### src/tpo_pkg.sv
// Shared constants, types and helpers of the PWM and one-shot timer group.
package tpo_pkg;
	localparam int          ADDR_W     = 4;
	localparam int          DATA_W     = 16;
	localparam int          CNT_W      = 16;
	// Register word offsets.
	localparam logic [3:0]  OFS_CTL0   = 4'h0;
	localparam logic [3:0]  OFS_CTL1   = 4'h1;
	localparam logic [3:0]  OFS_IOC0   = 4'h2;
	localparam logic [3:0]  OFS_IOC1   = 4'h3;
	localparam logic [3:0]  OFS_IOC2   = 4'h4;
	localparam logic [3:0]  OFS_OPT0   = 4'h5;
	localparam logic [3:0]  OFS_CCR0   = 4'h6;
	localparam logic [3:0]  OFS_CCR3   = 4'h9;
	localparam logic [3:0]  OFS_CNT    = 4'hA;
	// Field positions.
	localparam int          CE_BIT     = 7;
	localparam int          CKS_LSB    = 0;
	localparam int          MODE_LSB   = 0;
	localparam int          SWTRIG_BIT = 6;
	localparam int          EES_LSB    = 2;
	localparam int          ETS_LSB    = 0;
	// Reset values.
	localparam logic [7:0]  RST_REG8   = 8'h00;
	localparam logic [15:0] RST_CCR    = 16'h0000;
	// Encodings.
	localparam logic [2:0]  MODE_ONESHOT = 3'h3;
	localparam logic [2:0]  MODE_PWM     = 3'h4;
	localparam logic [2:0]  CKS_EXT      = 3'h7;
	localparam logic [1:0]  EDGE_NONE    = 2'h0;
	localparam logic [1:0]  EDGE_RISE    = 2'h1;
	localparam logic [1:0]  EDGE_FALL    = 2'h2;
	localparam logic [15:0] CNT_IDLE     = 16'hFFFF;
	localparam logic [15:0] CNT_ZERO     = 16'h0000;
	localparam int          PRE_W        = 7;

	typedef enum logic [1:0] {ST_IDLE, ST_WAIT, ST_RUN} tpo_state_type;

	// True when the selected edge shows between the previous and current level.
	function automatic logic tpo_edge_hit(input logic [1:0] sel, input logic prev,
		input logic cur);
		logic rise;
		logic fall;
		rise = cur & ~prev;
		fall = prev & ~cur;
		case (sel)
			EDGE_NONE: tpo_edge_hit = 1'b0;
			EDGE_RISE: tpo_edge_hit = rise;
			EDGE_FALL: tpo_edge_hit = fall;
			default:   tpo_edge_hit = rise | fall;
		endcase
	endfunction
endpackage

### src/tpo_link_if.sv
// Interface joining the timer core with its prescaler and pin driver.
interface tpo_link_if;
	logic       tick;      // Count clock pulse.
	logic [2:0] cks;       // Count clock select.
	logic [1:0] ees;       // Event edge select.
	logic       ext_event; // External event level.
	logic [3:0] raw;       // Unpolarised output levels.
	logic [3:0] ol;        // Output level bits.
	logic [3:0] oe;        // Output enable bits.
	logic [3:0] pin;       // Pin levels.
	logic [3:0] pin_oe;    // Pin drive enables.
	modport pre  (input cks, ees, ext_event, output tick);
	modport core (output cks, ees, ext_event, raw, ol, oe, input tick, pin, pin_oe);
	modport drv  (input raw, ol, oe, output pin, pin_oe);
endinterface

### src/tpo_prescale.sv
// Count clock generator: binary divider or external event edges.
module tpo_prescale (
	input  wire logic clock_in, // System clock.
	input  wire logic nrst_in,  // Asynchronous reset, active low.
	tpo_link_if.pre   link      // Link to the core.
);
	logic [tpo_pkg::PRE_W-1:0] div_ff;
	logic                      event_prev_ff;
	logic                      tick_ff;
	logic [tpo_pkg::PRE_W-1:0] mask;

	// Divide by two to the power of the select; select zero ticks every clock.
	assign mask = tpo_pkg::PRE_W'((8'h01 << link.cks) - 8'h01);

	// Free-running divider keeps all rates phase related.
	always_ff @(posedge clock_in or negedge nrst_in) begin
		if (!nrst_in) begin
			div_ff <= '0;
		end else begin
			div_ff <= div_ff + tpo_pkg::PRE_W'(1);
		end
	end

	// Event level history for edge detection.
	always_ff @(posedge clock_in or negedge nrst_in) begin
		if (!nrst_in) begin
			event_prev_ff <= 1'b0;
		end else begin
			event_prev_ff <= link.ext_event;
		end
	end

	// Tick selection; the select is read live so it may change with the enable.
	always_ff @(posedge clock_in or negedge nrst_in) begin
		if (!nrst_in) begin
			tick_ff <= 1'b0;
		end else if (link.cks == tpo_pkg::CKS_EXT) begin
			tick_ff <= tpo_pkg::tpo_edge_hit(link.ees, event_prev_ff, link.ext_event);
		end else begin
			tick_ff <= ((div_ff & mask) == mask);
		end
	end

	assign link.tick = tick_ff;
endmodule

### src/tpo_outdrv.sv
// Pin stage: enable gating of the four timer outputs and polarity of outputs one to three.
module tpo_outdrv (
	input  wire logic clock_in, // System clock.
	input  wire logic nrst_in,  // Asynchronous reset, active low.
	tpo_link_if.drv   link      // Link to the core.
);
	logic [3:0] pin_ff;
	logic [3:0] pin_oe_ff;

	// Output zero shows its level bit while disabled; outputs one to three float.
	always_ff @(posedge clock_in or negedge nrst_in) begin
		if (!nrst_in) begin
			pin_ff    <= 4'h0;
			pin_oe_ff <= 4'h0;
		end else begin
			pin_ff[0]      <= link.oe[0] ? link.raw[0] : link.ol[0];
			pin_oe_ff[0]   <= 1'b1;
			pin_ff[3:1]    <= link.oe[3:1] & (link.raw[3:1] ^ link.ol[3:1]);
			pin_oe_ff[3:1] <= link.oe[3:1];
		end
	end

	assign link.pin    = pin_ff;
	assign link.pin_oe = pin_oe_ff;

	// A disabled output one never drives its pin.
	pin_gate_a: assert property (@(posedge clock_in) disable iff (!nrst_in)
		!link.oe[1] |=> !link.pin_oe[1])
		else $error("Output one driven while disabled.");
endmodule

### src/tpo_timer.sv
// Timer core with PWM and one-shot outputs, registers and counter.
// Functional notes
// Mode field 100 selects PWM; count enable drives outputs one to three.
// Output zero toggles at every PWM cycle end, period two cycles.
// Enabling PWM moves counter FFFFH to 0000H, then counts up.
// Each PWM output is active for its compare value in count cycles.
// PWM period is period compare plus one; counter clears after match.
// PWM compare writes reach buffers only when the counter clears.
// Period match interrupt comes on the clearing count edge.
// Channel match interrupts come when the counter equals the compare.
// Channel two and three values transfer only after channel one write.
// Software writes period, two and three first, channel one last.
// Changing output one duty needs only the channel one write.
// Enable bit gates each pin; level bit sets polarity of outputs one to three.
// Disabled output zero sits at its level bit.
// Second I/O control selects event edge; trigger edge stays zero in PWM.
// Counter read register returns the live counter.
// Capture edge and option registers have no effect in PWM.
// Clock select may be written together with count enable.
// Software stops counting before lowering one-shot compare values.
// One-shot compares apply at once; a missed value wraps via FFFFH.
// One-shot match k asserts output k; period match ends the pulse.
// Compare zero gives always inactive, period plus one always active.
// Software sets registers before enabling and clears enable to stop.
module tpo_timer (
	input  wire logic                         clock_in,              // System clock, 20 MHz.
	input  wire logic                         nrst_in,               // Reset, active low.
	input  wire logic [tpo_pkg::ADDR_W-1:0]   addr_in,               // Register word offset.
	input  wire logic [tpo_pkg::DATA_W-1:0]   wdata_in,              // Write data.
	input  wire logic                         wr_in,                 // Write strobe.
	input  wire logic                         rd_in,                 // Read strobe.
	output logic      [tpo_pkg::DATA_W-1:0]   rdata_out,             // Read data, next cycle.
	input  wire logic                         event_in,              // External event count input.
	input  wire logic                         trigger_in,            // External trigger input.
	output logic      [3:0]                   pin_out,               // Output pin levels.
	output logic      [3:0]                   pin_oe_out,            // Output pin enables.
	output logic                              period_match_irq_out,  // Period match pulse.
	output logic      [3:1]                   channel_match_irq_out  // Channel match pulses.
);
	tpo_link_if link ();

	logic [7:0]                 ctl0_ff;
	logic [7:0]                 ctl1_ff;
	logic [7:0]                 ioc0_ff;
	logic [7:0]                 ioc1_ff;
	logic [7:0]                 ioc2_ff;
	logic [7:0]                 opt0_ff;
	logic [tpo_pkg::CNT_W-1:0]  ccr_ff [4];
	logic [tpo_pkg::CNT_W-1:0]  buf_ff [4];
	logic [tpo_pkg::CNT_W-1:0]  cnt_ff;
	logic [tpo_pkg::DATA_W-1:0] rdata_ff;
	logic                       arm_ff;
	logic                       trig_prev_ff;
	logic                       toggle_ff;
	logic [3:1]                 raw_ff;
	logic                       period_irq_ff;
	logic [3:1]                 chan_irq_ff;
	tpo_pkg::tpo_state_type     state_ff;
	tpo_pkg::tpo_state_type     nxt_state;
	logic                       ce;
	logic [2:0]                 mode;
	logic                       is_pwm;
	logic                       is_one;
	logic                       running;
	logic                       tick;
	logic                       start;
	logic                       sw_trig;
	logic                       hw_trig;
	logic                       match0;
	logic                       transfer;
	logic [3:1]                 match;

	// Control decode.
	assign ce      = ctl0_ff[tpo_pkg::CE_BIT];
	assign mode    = ctl1_ff[tpo_pkg::MODE_LSB +: 3];
	assign is_pwm  = (mode == tpo_pkg::MODE_PWM);
	assign is_one  = (mode == tpo_pkg::MODE_ONESHOT);
	assign running = (state_ff == tpo_pkg::ST_RUN);
	assign tick    = link.tick;
	assign start   = (state_ff == tpo_pkg::ST_IDLE) && ce;

	// Software trigger is a write-one pulse; it reads back as zero.
	assign sw_trig = wr_in && (addr_in == tpo_pkg::OFS_CTL1) && wdata_in[tpo_pkg::SWTRIG_BIT];
	// The trigger edge is honoured only in one-shot mode, so PWM ignores it.
	assign hw_trig = is_one && tpo_pkg::tpo_edge_hit(ioc2_ff[tpo_pkg::ETS_LSB +: 2],
		trig_prev_ff, trigger_in);

	// PWM compares against buffers, one-shot against the live registers.
	assign match0 = tick && (cnt_ff == (is_pwm ? buf_ff[0] : ccr_ff[0]));
	always_comb begin
		for (int k = 1; k < 4; k++) begin
			match[k] = tick && (cnt_ff == (is_pwm ? buf_ff[k] : ccr_ff[k]));
		end
	end

	// Buffers reload at the clearing edge only when channel one was written.
	assign transfer = running && is_pwm && match0 && arm_ff;

	// Capture-edge and option registers are stored for readback only.
	always_ff @(posedge clock_in or negedge nrst_in) begin
		if (!nrst_in) begin
			ctl0_ff <= tpo_pkg::RST_REG8;
			ctl1_ff <= tpo_pkg::RST_REG8;
			ioc0_ff <= tpo_pkg::RST_REG8;
			ioc1_ff <= tpo_pkg::RST_REG8;
			ioc2_ff <= tpo_pkg::RST_REG8;
			opt0_ff <= tpo_pkg::RST_REG8;
		end else if (wr_in) begin
			case (addr_in)
				tpo_pkg::OFS_CTL0: ctl0_ff <= wdata_in[7:0];
				tpo_pkg::OFS_CTL1: ctl1_ff <= wdata_in[7:0] & ~(8'h01 << tpo_pkg::SWTRIG_BIT);
				tpo_pkg::OFS_IOC0: ioc0_ff <= wdata_in[7:0];
				tpo_pkg::OFS_IOC1: ioc1_ff <= wdata_in[7:0];
				tpo_pkg::OFS_IOC2: ioc2_ff <= wdata_in[7:0];
				tpo_pkg::OFS_OPT0: opt0_ff <= wdata_in[7:0];
				default: ;
			endcase
		end
	end

	// Compare registers; in one-shot mode these are used directly.
	always_ff @(posedge clock_in or negedge nrst_in) begin
		if (!nrst_in) begin
			for (int k = 0; k < 4; k++) begin
				ccr_ff[k] <= tpo_pkg::RST_CCR;
			end
		end else if (wr_in && addr_in >= tpo_pkg::OFS_CCR0 && addr_in <= tpo_pkg::OFS_CCR3) begin
			ccr_ff[2'(addr_in - tpo_pkg::OFS_CCR0)] <= wdata_in;
		end
	end

	// Transfer arm: a channel one write sets it and a new write beats the clear.
	always_ff @(posedge clock_in or negedge nrst_in) begin
		if (!nrst_in) begin
			arm_ff <= 1'b0;
		end else if (wr_in && addr_in == tpo_pkg::OFS_CCR0 + 4'h1) begin
			arm_ff <= 1'b1;
		end else if (transfer || start) begin
			arm_ff <= 1'b0;
		end
	end

	// Compare buffers: loaded at start, then only at an armed period match.
	always_ff @(posedge clock_in or negedge nrst_in) begin
		if (!nrst_in) begin
			for (int k = 0; k < 4; k++) begin
				buf_ff[k] <= tpo_pkg::RST_CCR;
			end
		end else if (start || transfer) begin
			for (int k = 0; k < 4; k++) begin
				buf_ff[k] <= ccr_ff[k];
			end
		end
	end

	// Trigger input history.
	always_ff @(posedge clock_in or negedge nrst_in) begin
		if (!nrst_in) begin
			trig_prev_ff <= 1'b0;
		end else begin
			trig_prev_ff <= trigger_in;
		end
	end

	// Sequencer: PWM runs at once, one-shot waits for a trigger.
	always_comb begin
		nxt_state = state_ff;
		case (state_ff)
			tpo_pkg::ST_IDLE: begin
				if (ce && is_pwm) begin
					nxt_state = tpo_pkg::ST_RUN;
				end else if (ce && is_one) begin
					nxt_state = tpo_pkg::ST_WAIT;
				end
			end
			tpo_pkg::ST_WAIT: begin
				if (!ce) begin
					nxt_state = tpo_pkg::ST_IDLE;
				end else if (sw_trig || hw_trig) begin
					nxt_state = tpo_pkg::ST_RUN;
				end
			end
			tpo_pkg::ST_RUN: begin
				if (!ce) begin
					nxt_state = tpo_pkg::ST_IDLE;
				end else if (is_one && match0) begin
					nxt_state = tpo_pkg::ST_WAIT;
				end
			end
			default: nxt_state = tpo_pkg::ST_IDLE;
		endcase
	end

	always_ff @(posedge clock_in or negedge nrst_in) begin
		if (!nrst_in) begin
			state_ff <= tpo_pkg::ST_IDLE;
		end else begin
			state_ff <= nxt_state;
		end
	end

	// Counter parks at FFFFH so the first tick of a run lands on 0000H.
	always_ff @(posedge clock_in or negedge nrst_in) begin
		if (!nrst_in) begin
			cnt_ff <= tpo_pkg::CNT_IDLE;
		end else if (!running || !ce) begin
			cnt_ff <= tpo_pkg::CNT_IDLE;
		end else if (match0 && is_pwm) begin
			cnt_ff <= tpo_pkg::CNT_ZERO;
		end else if (match0 && is_one) begin
			cnt_ff <= tpo_pkg::CNT_IDLE;
		end else if (tick) begin
			cnt_ff <= cnt_ff + tpo_pkg::CNT_W'(1);
		end
	end

	// Output zero: toggles per PWM cycle, or shows the one-shot busy level.
	always_ff @(posedge clock_in or negedge nrst_in) begin
		if (!nrst_in) begin
			toggle_ff <= 1'b0;
		end else if (!running || !ce) begin
			toggle_ff <= 1'b0;
		end else if (is_pwm) begin
			toggle_ff <= toggle_ff ^ match0;
		end else begin
			toggle_ff <= !match0;
		end
	end

	// Outputs one to three; PWM by comparison so zero and period plus one saturate.
	always_ff @(posedge clock_in or negedge nrst_in) begin
		if (!nrst_in) begin
			raw_ff <= 3'h0;
		end else begin
			for (int k = 1; k < 4; k++) begin
				if (!running || !ce) begin
					raw_ff[k] <= 1'b0;
				end else if (is_pwm) begin
					raw_ff[k] <= (cnt_ff < buf_ff[k]);
				end else if (match0) begin
					raw_ff[k] <= 1'b0;
				end else if (match[k]) begin
					raw_ff[k] <= 1'b1;
				end
			end
		end
	end

	// Interrupt pulses; channel pulses line up with the output change in one-shot mode and in PWM at clock select zero.
	always_ff @(posedge clock_in or negedge nrst_in) begin
		if (!nrst_in) begin
			period_irq_ff <= 1'b0;
			chan_irq_ff   <= 3'h0;
		end else begin
			period_irq_ff <= running && ce && match0;
			chan_irq_ff   <= (running && ce) ? match : 3'h0;
		end
	end

	// Read port answers in the next cycle; unmapped offsets read zero.
	always_ff @(posedge clock_in or negedge nrst_in) begin
		if (!nrst_in) begin
			rdata_ff <= '0;
		end else if (rd_in) begin
			case (addr_in)
				tpo_pkg::OFS_CTL0: rdata_ff <= {8'h00, ctl0_ff};
				tpo_pkg::OFS_CTL1: rdata_ff <= {8'h00, ctl1_ff};
				tpo_pkg::OFS_IOC0: rdata_ff <= {8'h00, ioc0_ff};
				tpo_pkg::OFS_IOC1: rdata_ff <= {8'h00, ioc1_ff};
				tpo_pkg::OFS_IOC2: rdata_ff <= {8'h00, ioc2_ff};
				tpo_pkg::OFS_OPT0: rdata_ff <= {8'h00, opt0_ff};
				tpo_pkg::OFS_CNT:  rdata_ff <= cnt_ff;
				default: begin
					if (addr_in >= tpo_pkg::OFS_CCR0 && addr_in <= tpo_pkg::OFS_CCR3) begin
						rdata_ff <= ccr_ff[2'(addr_in - tpo_pkg::OFS_CCR0)];
					end else begin
						rdata_ff <= '0;
					end
				end
			endcase
		end
	end

	// Link wiring to prescaler and pin stage.
	assign link.cks       = ctl0_ff[tpo_pkg::CKS_LSB +: 3];
	assign link.ees       = ioc2_ff[tpo_pkg::EES_LSB +: 2];
	assign link.ext_event = event_in;
	assign link.raw       = {raw_ff, toggle_ff};
	assign link.ol        = {ioc0_ff[7], ioc0_ff[5], ioc0_ff[3], ioc0_ff[1]};
	assign link.oe        = {ioc0_ff[6], ioc0_ff[4], ioc0_ff[2], ioc0_ff[0]};

	tpo_prescale u_pre (
		.clock_in (clock_in),
		.nrst_in  (nrst_in),
		.link     (link)
	);

	tpo_outdrv u_drv (
		.clock_in (clock_in),
		.nrst_in  (nrst_in),
		.link     (link)
	);

	assign pin_out               = link.pin;
	assign pin_oe_out            = link.pin_oe;
	assign rdata_out             = rdata_ff;
	assign period_match_irq_out  = period_irq_ff;
	assign channel_match_irq_out = chan_irq_ff;

	// A running PWM counter returns to zero after a period match.
	pwm_clear_a: assert property (@(posedge clock_in) disable iff (!nrst_in)
		running && ce && is_pwm && tick && cnt_ff == buf_ff[0] |=> cnt_ff == tpo_pkg::CNT_ZERO)
		else $error("PWM counter did not clear on period match.");

	// The first tick of a PWM run moves the parked counter to zero.
	start_wrap_a: assert property (@(posedge clock_in) disable iff (!nrst_in)
		running && ce && is_pwm && tick && cnt_ff == tpo_pkg::CNT_IDLE && buf_ff[0] != cnt_ff
		|=> cnt_ff == tpo_pkg::CNT_ZERO)
		else $error("PWM start did not wrap to zero.");

	// The period interrupt accompanies the clearing edge.
	period_irq_a: assert property (@(posedge clock_in) disable iff (!nrst_in)
		running && ce && is_pwm && tick && cnt_ff == buf_ff[0]
		|=> period_match_irq_out && cnt_ff == tpo_pkg::CNT_ZERO)
		else $error("Period interrupt missing at counter clear.");

	// Channel one interrupt in the cycle after the counter equals its compare.
	chan_irq_a: assert property (@(posedge clock_in) disable iff (!nrst_in)
		running && ce && is_pwm && tick && cnt_ff == buf_ff[1] |=> channel_match_irq_out[1])
		else $error("Channel one interrupt missing on match.");

	// Output zero flips exactly at period interrupts in PWM mode.
	toggle_half_a: assert property (@(posedge clock_in) disable iff (!nrst_in)
		running && ce && is_pwm && $past(running) |->
		(toggle_ff != $past(toggle_ff)) == period_irq_ff)
		else $error("Output zero toggle not tied to PWM cycle end.");

	// Buffer two holds between clearing edges of a run.
	buffer_hold_a: assert property (@(posedge clock_in) disable iff (!nrst_in)
		running && !transfer |=> $stable(buf_ff[2]))
		else $error("Compare buffer changed outside a counter clear.");

	// No buffer three reload at a PWM period match without a prior channel one write.
	arm_gate_a: assert property (@(posedge clock_in) disable iff (!nrst_in)
		running && is_pwm && match0 && !arm_ff |=> $stable(buf_ff[3]))
		else $error("Buffers reloaded without channel one write.");

	// One-shot period match parks the counter and drops the outputs.
	oneshot_stop_a: assert property (@(posedge clock_in) disable iff (!nrst_in)
		running && ce && is_one && match0
		|=> cnt_ff == tpo_pkg::CNT_IDLE && state_ff == tpo_pkg::ST_WAIT && raw_ff == 3'h0)
		else $error("One-shot pulse did not end on period match.");

	// Counter reads return the value held at the strobe.
	read_cnt_a: assert property (@(posedge clock_in) disable iff (!nrst_in)
		rd_in && addr_in == tpo_pkg::OFS_CNT |=> rdata_out == $past(cnt_ff))
		else $error("Counter read returned a wrong value.");
endmodule

### config.mk
export PLATFORM = sky130hd
export DESIGN_NAME = tpo_timer
export DESIGN_NICKNAME = d
export VERILOG_FILES = /design/src/tpo_pkg.sv /design/src/tpo_link_if.sv /design/src/tpo_prescale.sv /design/src/tpo_outdrv.sv /design/src/tpo_timer.sv
export SDC_FILE = /design/constraint.sdc
export NUM_CORES = 1
export LEC_CHECK = 0
export BUFFER_PORTS_ARGS = -buffer_cell sky130_fd_sc_hd__buf_2
export CORE_MARGIN = 2
export CORE_UTILIZATION = 53
export CTS_BUF_LIST = sky130_fd_sc_hd__clkbuf_4 sky130_fd_sc_hd__clkbuf_8 sky130_fd_sc_hd__clkbuf_16
export DETAILED_ROUTE_END_ITERATION = 7
export PLACE_DENSITY_LB_ADDON = 0.15
export SYNTH_ARGS = -nofsm -noshare
export SYNTH_HDL_FRONTEND = slang
export SYNTH_HIERARCHICAL = 1
export SYNTH_SLANG_ARGS = --single-unit
### constraint.sdc
create_clock -name clock_in -period 5.91 [get_ports clock_in]
set_input_delay 1.182 -clock clock_in [delete_from_list [all_inputs] [get_ports clock_in]]
set_output_delay 1.182 -clock clock_in [all_outputs]
set_load 0.03 [all_outputs]
# == Word level (Yosys, flattened, before mapping) ==
# Index checks and enable logic that the tools add are counted.
# totals
ff_bits,236
inputBits,26
output_inout_bits,28
wordCells,169
# classes
addsub,4
order_cmp,7
eq_ne,24
n_shift,1
n_mux,44
n_bitwise,15
n_reduce_logical,44
# ops
cell,n
16-bit two-way mux,12
16-bit one-hot mux with 7 select lines,1
64-bit bitwise mux,1
16-bit == test,4
16-bit less-than comparator,3
16-bit binary-select mux with 2-bit select,1
16-bit demux with 2-bit select,1
1-bit logical AND,22
1-bit two-way mux,18
16-bit by 1-bit adder with 16-bit output (second input constant),1
4-bit nonzero test,4
4-bit by 3-bit == test with 1-bit output (second input constant),3
2-bit two-way mux,6
2-bit AND reduction,6
4-bit by 2-bit == test with 1-bit output (second input constant),2
7-bit by 1-bit adder with 7-bit output (second input constant),1
7-bit AND,1
7-bit == test,1
1-bit by 3-bit left shift with 7-bit output (first input constant),1
7-bit by 1-bit subtractor with 7-bit output (second input constant),1
2-bit by 1-bit == test with 1-bit output (second input constant),3
2-bit == test (second input constant),3
3-bit == test (second input constant),2
2-bit zero test,3
26 further kinds,38

# == Longest topological paths before layout ==
# logic_depth
ltp_word,9
depth_mapped,10
ltp_nobuf,9

# == By module ==
# Netlist, hierarchy kept.
# modules_own_cells
module,instances,cells_each,area_each_um2,seq_area_each_um2
tpo_timer,1,1119,12477.0,5500.3
tpo_prescale,1,56,546.8,225.2
tpo_outdrv,1,16,264.0,200.2

# == Worst setup path after synthesis ==
# No wires, ideal clock.
# synth_timing
kind,input port to flip-flop
from,input addr_in[2] (netlist bit)
to,register ccr_ff[24] (netlist bit)
setup_time_ns,0.125
arrival_time_ns,3.174
t_required_ns,5.785
path_slack_ns,2.612
stages,8
path_buffers,3
path_cell_list,clkbuf_1 nor2b_1 nand2_1 o21ai_1 and3_1 clkbuf_1 clkbuf_1 mux2_2
# synth_between
elab_chain_cells,3
word_cells_on_any_way,4
classes_between,order compare (2); reduce/logical (2)
# synth_lines
element,line,source
"start, declared",tpo_timer.sv:28,"input wire logic [tpo_pkg::ADDR_W-1:0] addr_in,"
4-bit by 3-bit greater-or-equal comparator with 1-bit output,tpo_timer.sv:127,end else if (wr_in && addr_in >= tpo_pkg::OFS_CCR0 && addr_in <= tpo_pkg::OFS_CCR3) begin
1-bit logical AND,tpo_timer.sv:127,
1-bit logical AND (*),tpo_timer.sv:127,
"end signal, assigned by index",tpo_timer.sv:125,ccr_ff[k] <= tpo_pkg::RST_CCR;
"end signal, assigned by index",tpo_timer.sv:128,ccr_ff[2'(addr_in - tpo_pkg::OFS_CCR0)] <= wdata_in;
"end, declared",tpo_timer.sv:48,logic [tpo_pkg::CNT_W-1:0] ccr_ff [4];
# Mark *: on every way between the ends. The rest lies on a longest branch, timed or not.
# A chain may end at the register's enable or synchronous reset.

# == Worst setup path in the final report ==
# layout_timing
from,register ctl1_ff[2]
to,register buf_ff[52] (netlist bit)
# layout_between
elab_chain_cells,7
word_cells_on_any_way,8
classes_between,eq/ne (2); mux (1); reduce/logical (5)
# layout_lines
element,line,source
"start, declared",tpo_timer.sv:43,logic [7:0] ctl1_ff;
"start signal, assigned",tpo_timer.sv:103,ctl1_ff <= tpo_pkg::RST_REG8;
"start signal, assigned",tpo_timer.sv:111,tpo_pkg::OFS_CTL1: ctl1_ff <= wdata_in[7:0] & ~(8'h01 << tpo_pkg::SWTRIG_BIT);
3-bit == test (*),tpo_timer.sv:76,assign is_pwm = (mode == tpo_pkg::MODE_PWM);
16-bit two-way mux,tpo_timer.sv:89,assign match0 = tick && (cnt_ff == (is_pwm ? buf_ff[0] : ccr_ff[0]));
16-bit == test,tpo_timer.sv:89,
1-bit logical AND,tpo_timer.sv:89,
1-bit logical AND (*) (2 in series),tpo_timer.sv:97,assign transfer = running && is_pwm && match0 && arm_ff;
1-bit logical OR (*),tpo_timer.sv:149,end else if (start || transfer) begin
"end signal, assigned by index",tpo_timer.sv:147,buf_ff[k] <= tpo_pkg::RST_CCR;
"end signal, assigned by index",tpo_timer.sv:151,buf_ff[k] <= ccr_ff[k];
"end, declared",tpo_timer.sv:49,logic [tpo_pkg::CNT_W-1:0] buf_ff [4];
# Marked as above.

==> results.md <==
- YS warnings: 6
- Post-synth ARST share: 100%
- Hold path startpoint: ioc0_ff[4]
- R2R Path Start: ctl1_ff[2]
- Crit Path Category: flop to flop
- Crit end category: flop
- Area contributors post-synth: dfrtp_1 41%, mux2_2 9.8%, ha_1 4.9%
- Post-CTS Resized: 0
- Worst EP arrival: 4.57 ns
- Remaining antenna violation count: 0
- Max transition margin: 29.0%
- Worst path required time: roughly 6.3 ns
- Outcome: completed
- Vias: around 9,900
- DP Wirelength: around 26 mm
- Final Hold Vio Count: 0
- Cts bufs inserted: 27
- DRC viols: 0
- Number of global-route vias before repair: ~9,600
- Max-slew violation total from the final report: 0
- Worst-Margin Slew: 1.06 ns
- Seq cells post-synth: approximately 240
- Syn Nets: roughly 1,300
- # IOs: between 50 and 60
- Startpoint types: flop
- Final GP Congestion: 0.941
- Die X: 162 um
- Fmax: ~240 MHz
- Total GRT Usage: 29.3%
- Final critical-path share of the clock period: ~70%
- Max H-tree Level: 1
- Worst path cell trace: nor3b_4, buf_12, mux2i_1, a32o_1, a2111oi_4, nand4_2, o22ai_4, buf_12, mux2_1
- Setup TNS: 0 ns
- Synth Cell Area: ~13,000 um^2
- HP Class: flop to flop
- DIE AREA: about 26,000 um^2
- Post-synth top flop: dfrtp_1
- Cts hold-fix bufs: 0
- Initial DRC Count: between 800 and 900
- Row count: 57
- Seq. cell area: between 5000 and 6000 um^2
- Final Skew: 0.0151 ns
- Yosys cell types: between 70 and 80
- Setup Viol. Count Final: 0
- Top cell family by delay on the critical path: compound AO/OA/AOI/OAI gates
- Pwr dens: approximately 440 nW/um^2
- WL final: around 38 mm
- Insertion delay to the later sink of the worst-skew pair: 0.55 ns
- Die Ht: between 150 and 200 um
- Multi-input gate area: 6700 um^2
- Sequential area share after synthesis: approximately 45%
- Via/cell ratio: ~6.4
- Yosys top cell area share: 41.4%
- Post-CTS repair timing setup buffer count: 0
- Area leader, netlist: dfrtp_1
- Starting Density: 54.3%
- Clock-pin transition on the worst setup and hold timing paths: 0.06 ns
- Pin count of the biggest net entering global routing: approximately 120
- Worst Setup SP: ctl1_ff[2]
- Area growth syn-to-layout: 10.7%
- Max clock buf depth: 3
- WP buf/inv: 2
- Max Cap Viol: 0
- Syn avg cell area: 11.2 um^2
- Worst-path fanout max: 48
- Layout cells sized above 1: 22.4%
- Initial antenna violation count: 1
- WHS Endpoint: u_drv/link.pin_oe[2]
- Core Area: about 24,000 um^2
- Drt pass-1 iters: 6
- TritonCTS clock tree: done
- Layout fillers: ~2,000
- First-pass GRT wire length: between 50 and 60 mm
- LEAKAGE: approximately 6.5 nW
- GR Overflow Total: 0
- Number of flops mapped to enable cells by yosys: 0
- Hold_ws: around 0.45 ns
- Peak VDD IR: between 0.2 and 0.3 mV
- RR Endpoint: buf_ff[52]
- Number of diodes: 0
- IO buf count: between 50 and 60
- Minimum clock period: around 4.1 ns
- Most used cell along the critical path: buf_12
- FF-to-FF setup slack: ~1.8 ns
- TritonCTS Sinks: between 200 and 250
- Syn Inst Count: about 1,200
- Reg2reg path depth: 9
- Clock root buffer: clkbuf_16
- Post-DR wirelength/cell: around 24 um
- Most frequent cells in the layout: 220 x dfrtp_1, 116 x mux2_2, 74 x inv_1
- RSZ-0062 raised after global routing: no
- Hold Crit Depth: 0
- Max incr delay on CP: roughly 0.67 ns
- Slowest-stage cell, CP: o22ai_4
- Nets: 1,283
- Commonest non-fill, non-tap cell in the layout: dfrtp_1
==> metrics by stage <==
| stage | instances | area, um^2 | setup slack, ns | util (%) | total power, mW |
|---|---|---|---|---|---|
| final | 1549 | 14700 | 1.76 | 60.1 | 6.43 |
| after global placement | 1500 | 13700 | 2.04 | 56.0 | 4.49 |
| after floorplan | 1191 | 13300 | 2.61 | - | 3.95 |
| after detailed placement | 1500 | 13700 | 1.93 | 56.0 | 4.56 |
| after global routing | 1549 | 14700 | 1.62 | 60.1 | 6.79 |
| after CTS | 1549 | 14700 | 1.87 | 60.1 | 6.44 |
==> flip-flops by register name (all words and copies together), names as in the netlist, 4 cells and up <==
| signal | count |
|---|---|
| buf_ff | 64 |
| ccr_ff | 64 |
| cnt_ff | 16 |
| rdata_out | 16 |
| ctl0_ff | 8 |
| ioc0_ff | 8 |
| ioc1_ff | 8 |
| ioc2_ff | 8 |
| opt0_ff | 8 |
| ctl1_ff | 7 |
| u_pre/div_ff | 7 |
| u_drv/link.pin | 4 |
| u_drv/link.pin_oe | 4 |
==> kinds of logic after synthesis <==
| family | share of synthesized area [%] |
|---|---|
| AND/OR/NAND/NOR | 9.21 |
| flip-flops | 44.6 |
| multiplexers | 20.3 |
| AO/OA/AOI/OAI | 11.3 |
| buffers and inverters | 5.05 |
| XOR/XNOR | 4.55 |
| adder cells (fa/ha/maj) | 4.90 |
| other | 0.0282 |
==> worst reg2reg max path: stages, from the launching register on <==
cell       delay, ns
dfrtp_1         0.44
nor3b_4         0.57
buf_12          0.35
mux2i_1         0.16
a32o_1          0.25
a2111oi_4       0.42
nand4_2         0.38
o22ai_4         0.68
buf_12          0.36
mux2_1          0.41
==> routing by layer <==
metal  global-route usage [%]  vias up  part of all wire, %
li1                         -     4378                    -
met1                     43.9     5026                   46
met2                     44.1      395                   44
met3                     4.97       65                  7.4
met4                     7.96        0                  2.8
met5                        0        -                    0
==> power by group <==
part	leakage [nW]	switching, mW	internal, mW
Clock	0.494	0.709	1.17
Combinational	3.07	1.01	0.943
Sequential	2.89	0.527	2.07
==> Yosys cell counts, drive strengths merged (16+ instances only) <==
cell,count
a21oi,41
nand3,25
mux4,18
xnor2,40
mux2,170
buf,30
nor3,22
ha,52
dfrtp,220
nor2,52
mux2i,38
o21ai,42
nand2,54
clkbuf,48
inv,74
xor2,29
dfstp,16
==> how the worst max path moves through the flow <==
stage	end	slack, ns	depth (start not counted)
floorplan	ccr_ff[24]	2.61	8
global placement	buf_ff[58]	2.04	9
detailed placement	buf_ff[23]	1.93	9
CTS	buf_ff[52]	1.87	9
global route	buf_ff[52]	1.62	9
finish	buf_ff[52]	1.76	9
==> final cells by class <==
type	instances	share of cell area, %
clock buffer	34	5.12
sequential	236	40.3
clock inverter	15	1.69
inverter	76	1.94
tap	324	2.76
multi-input combinational	801	45.6
timing repair buffer	63	2.64
Note: power is estimated with default switching activity, not from simulation.
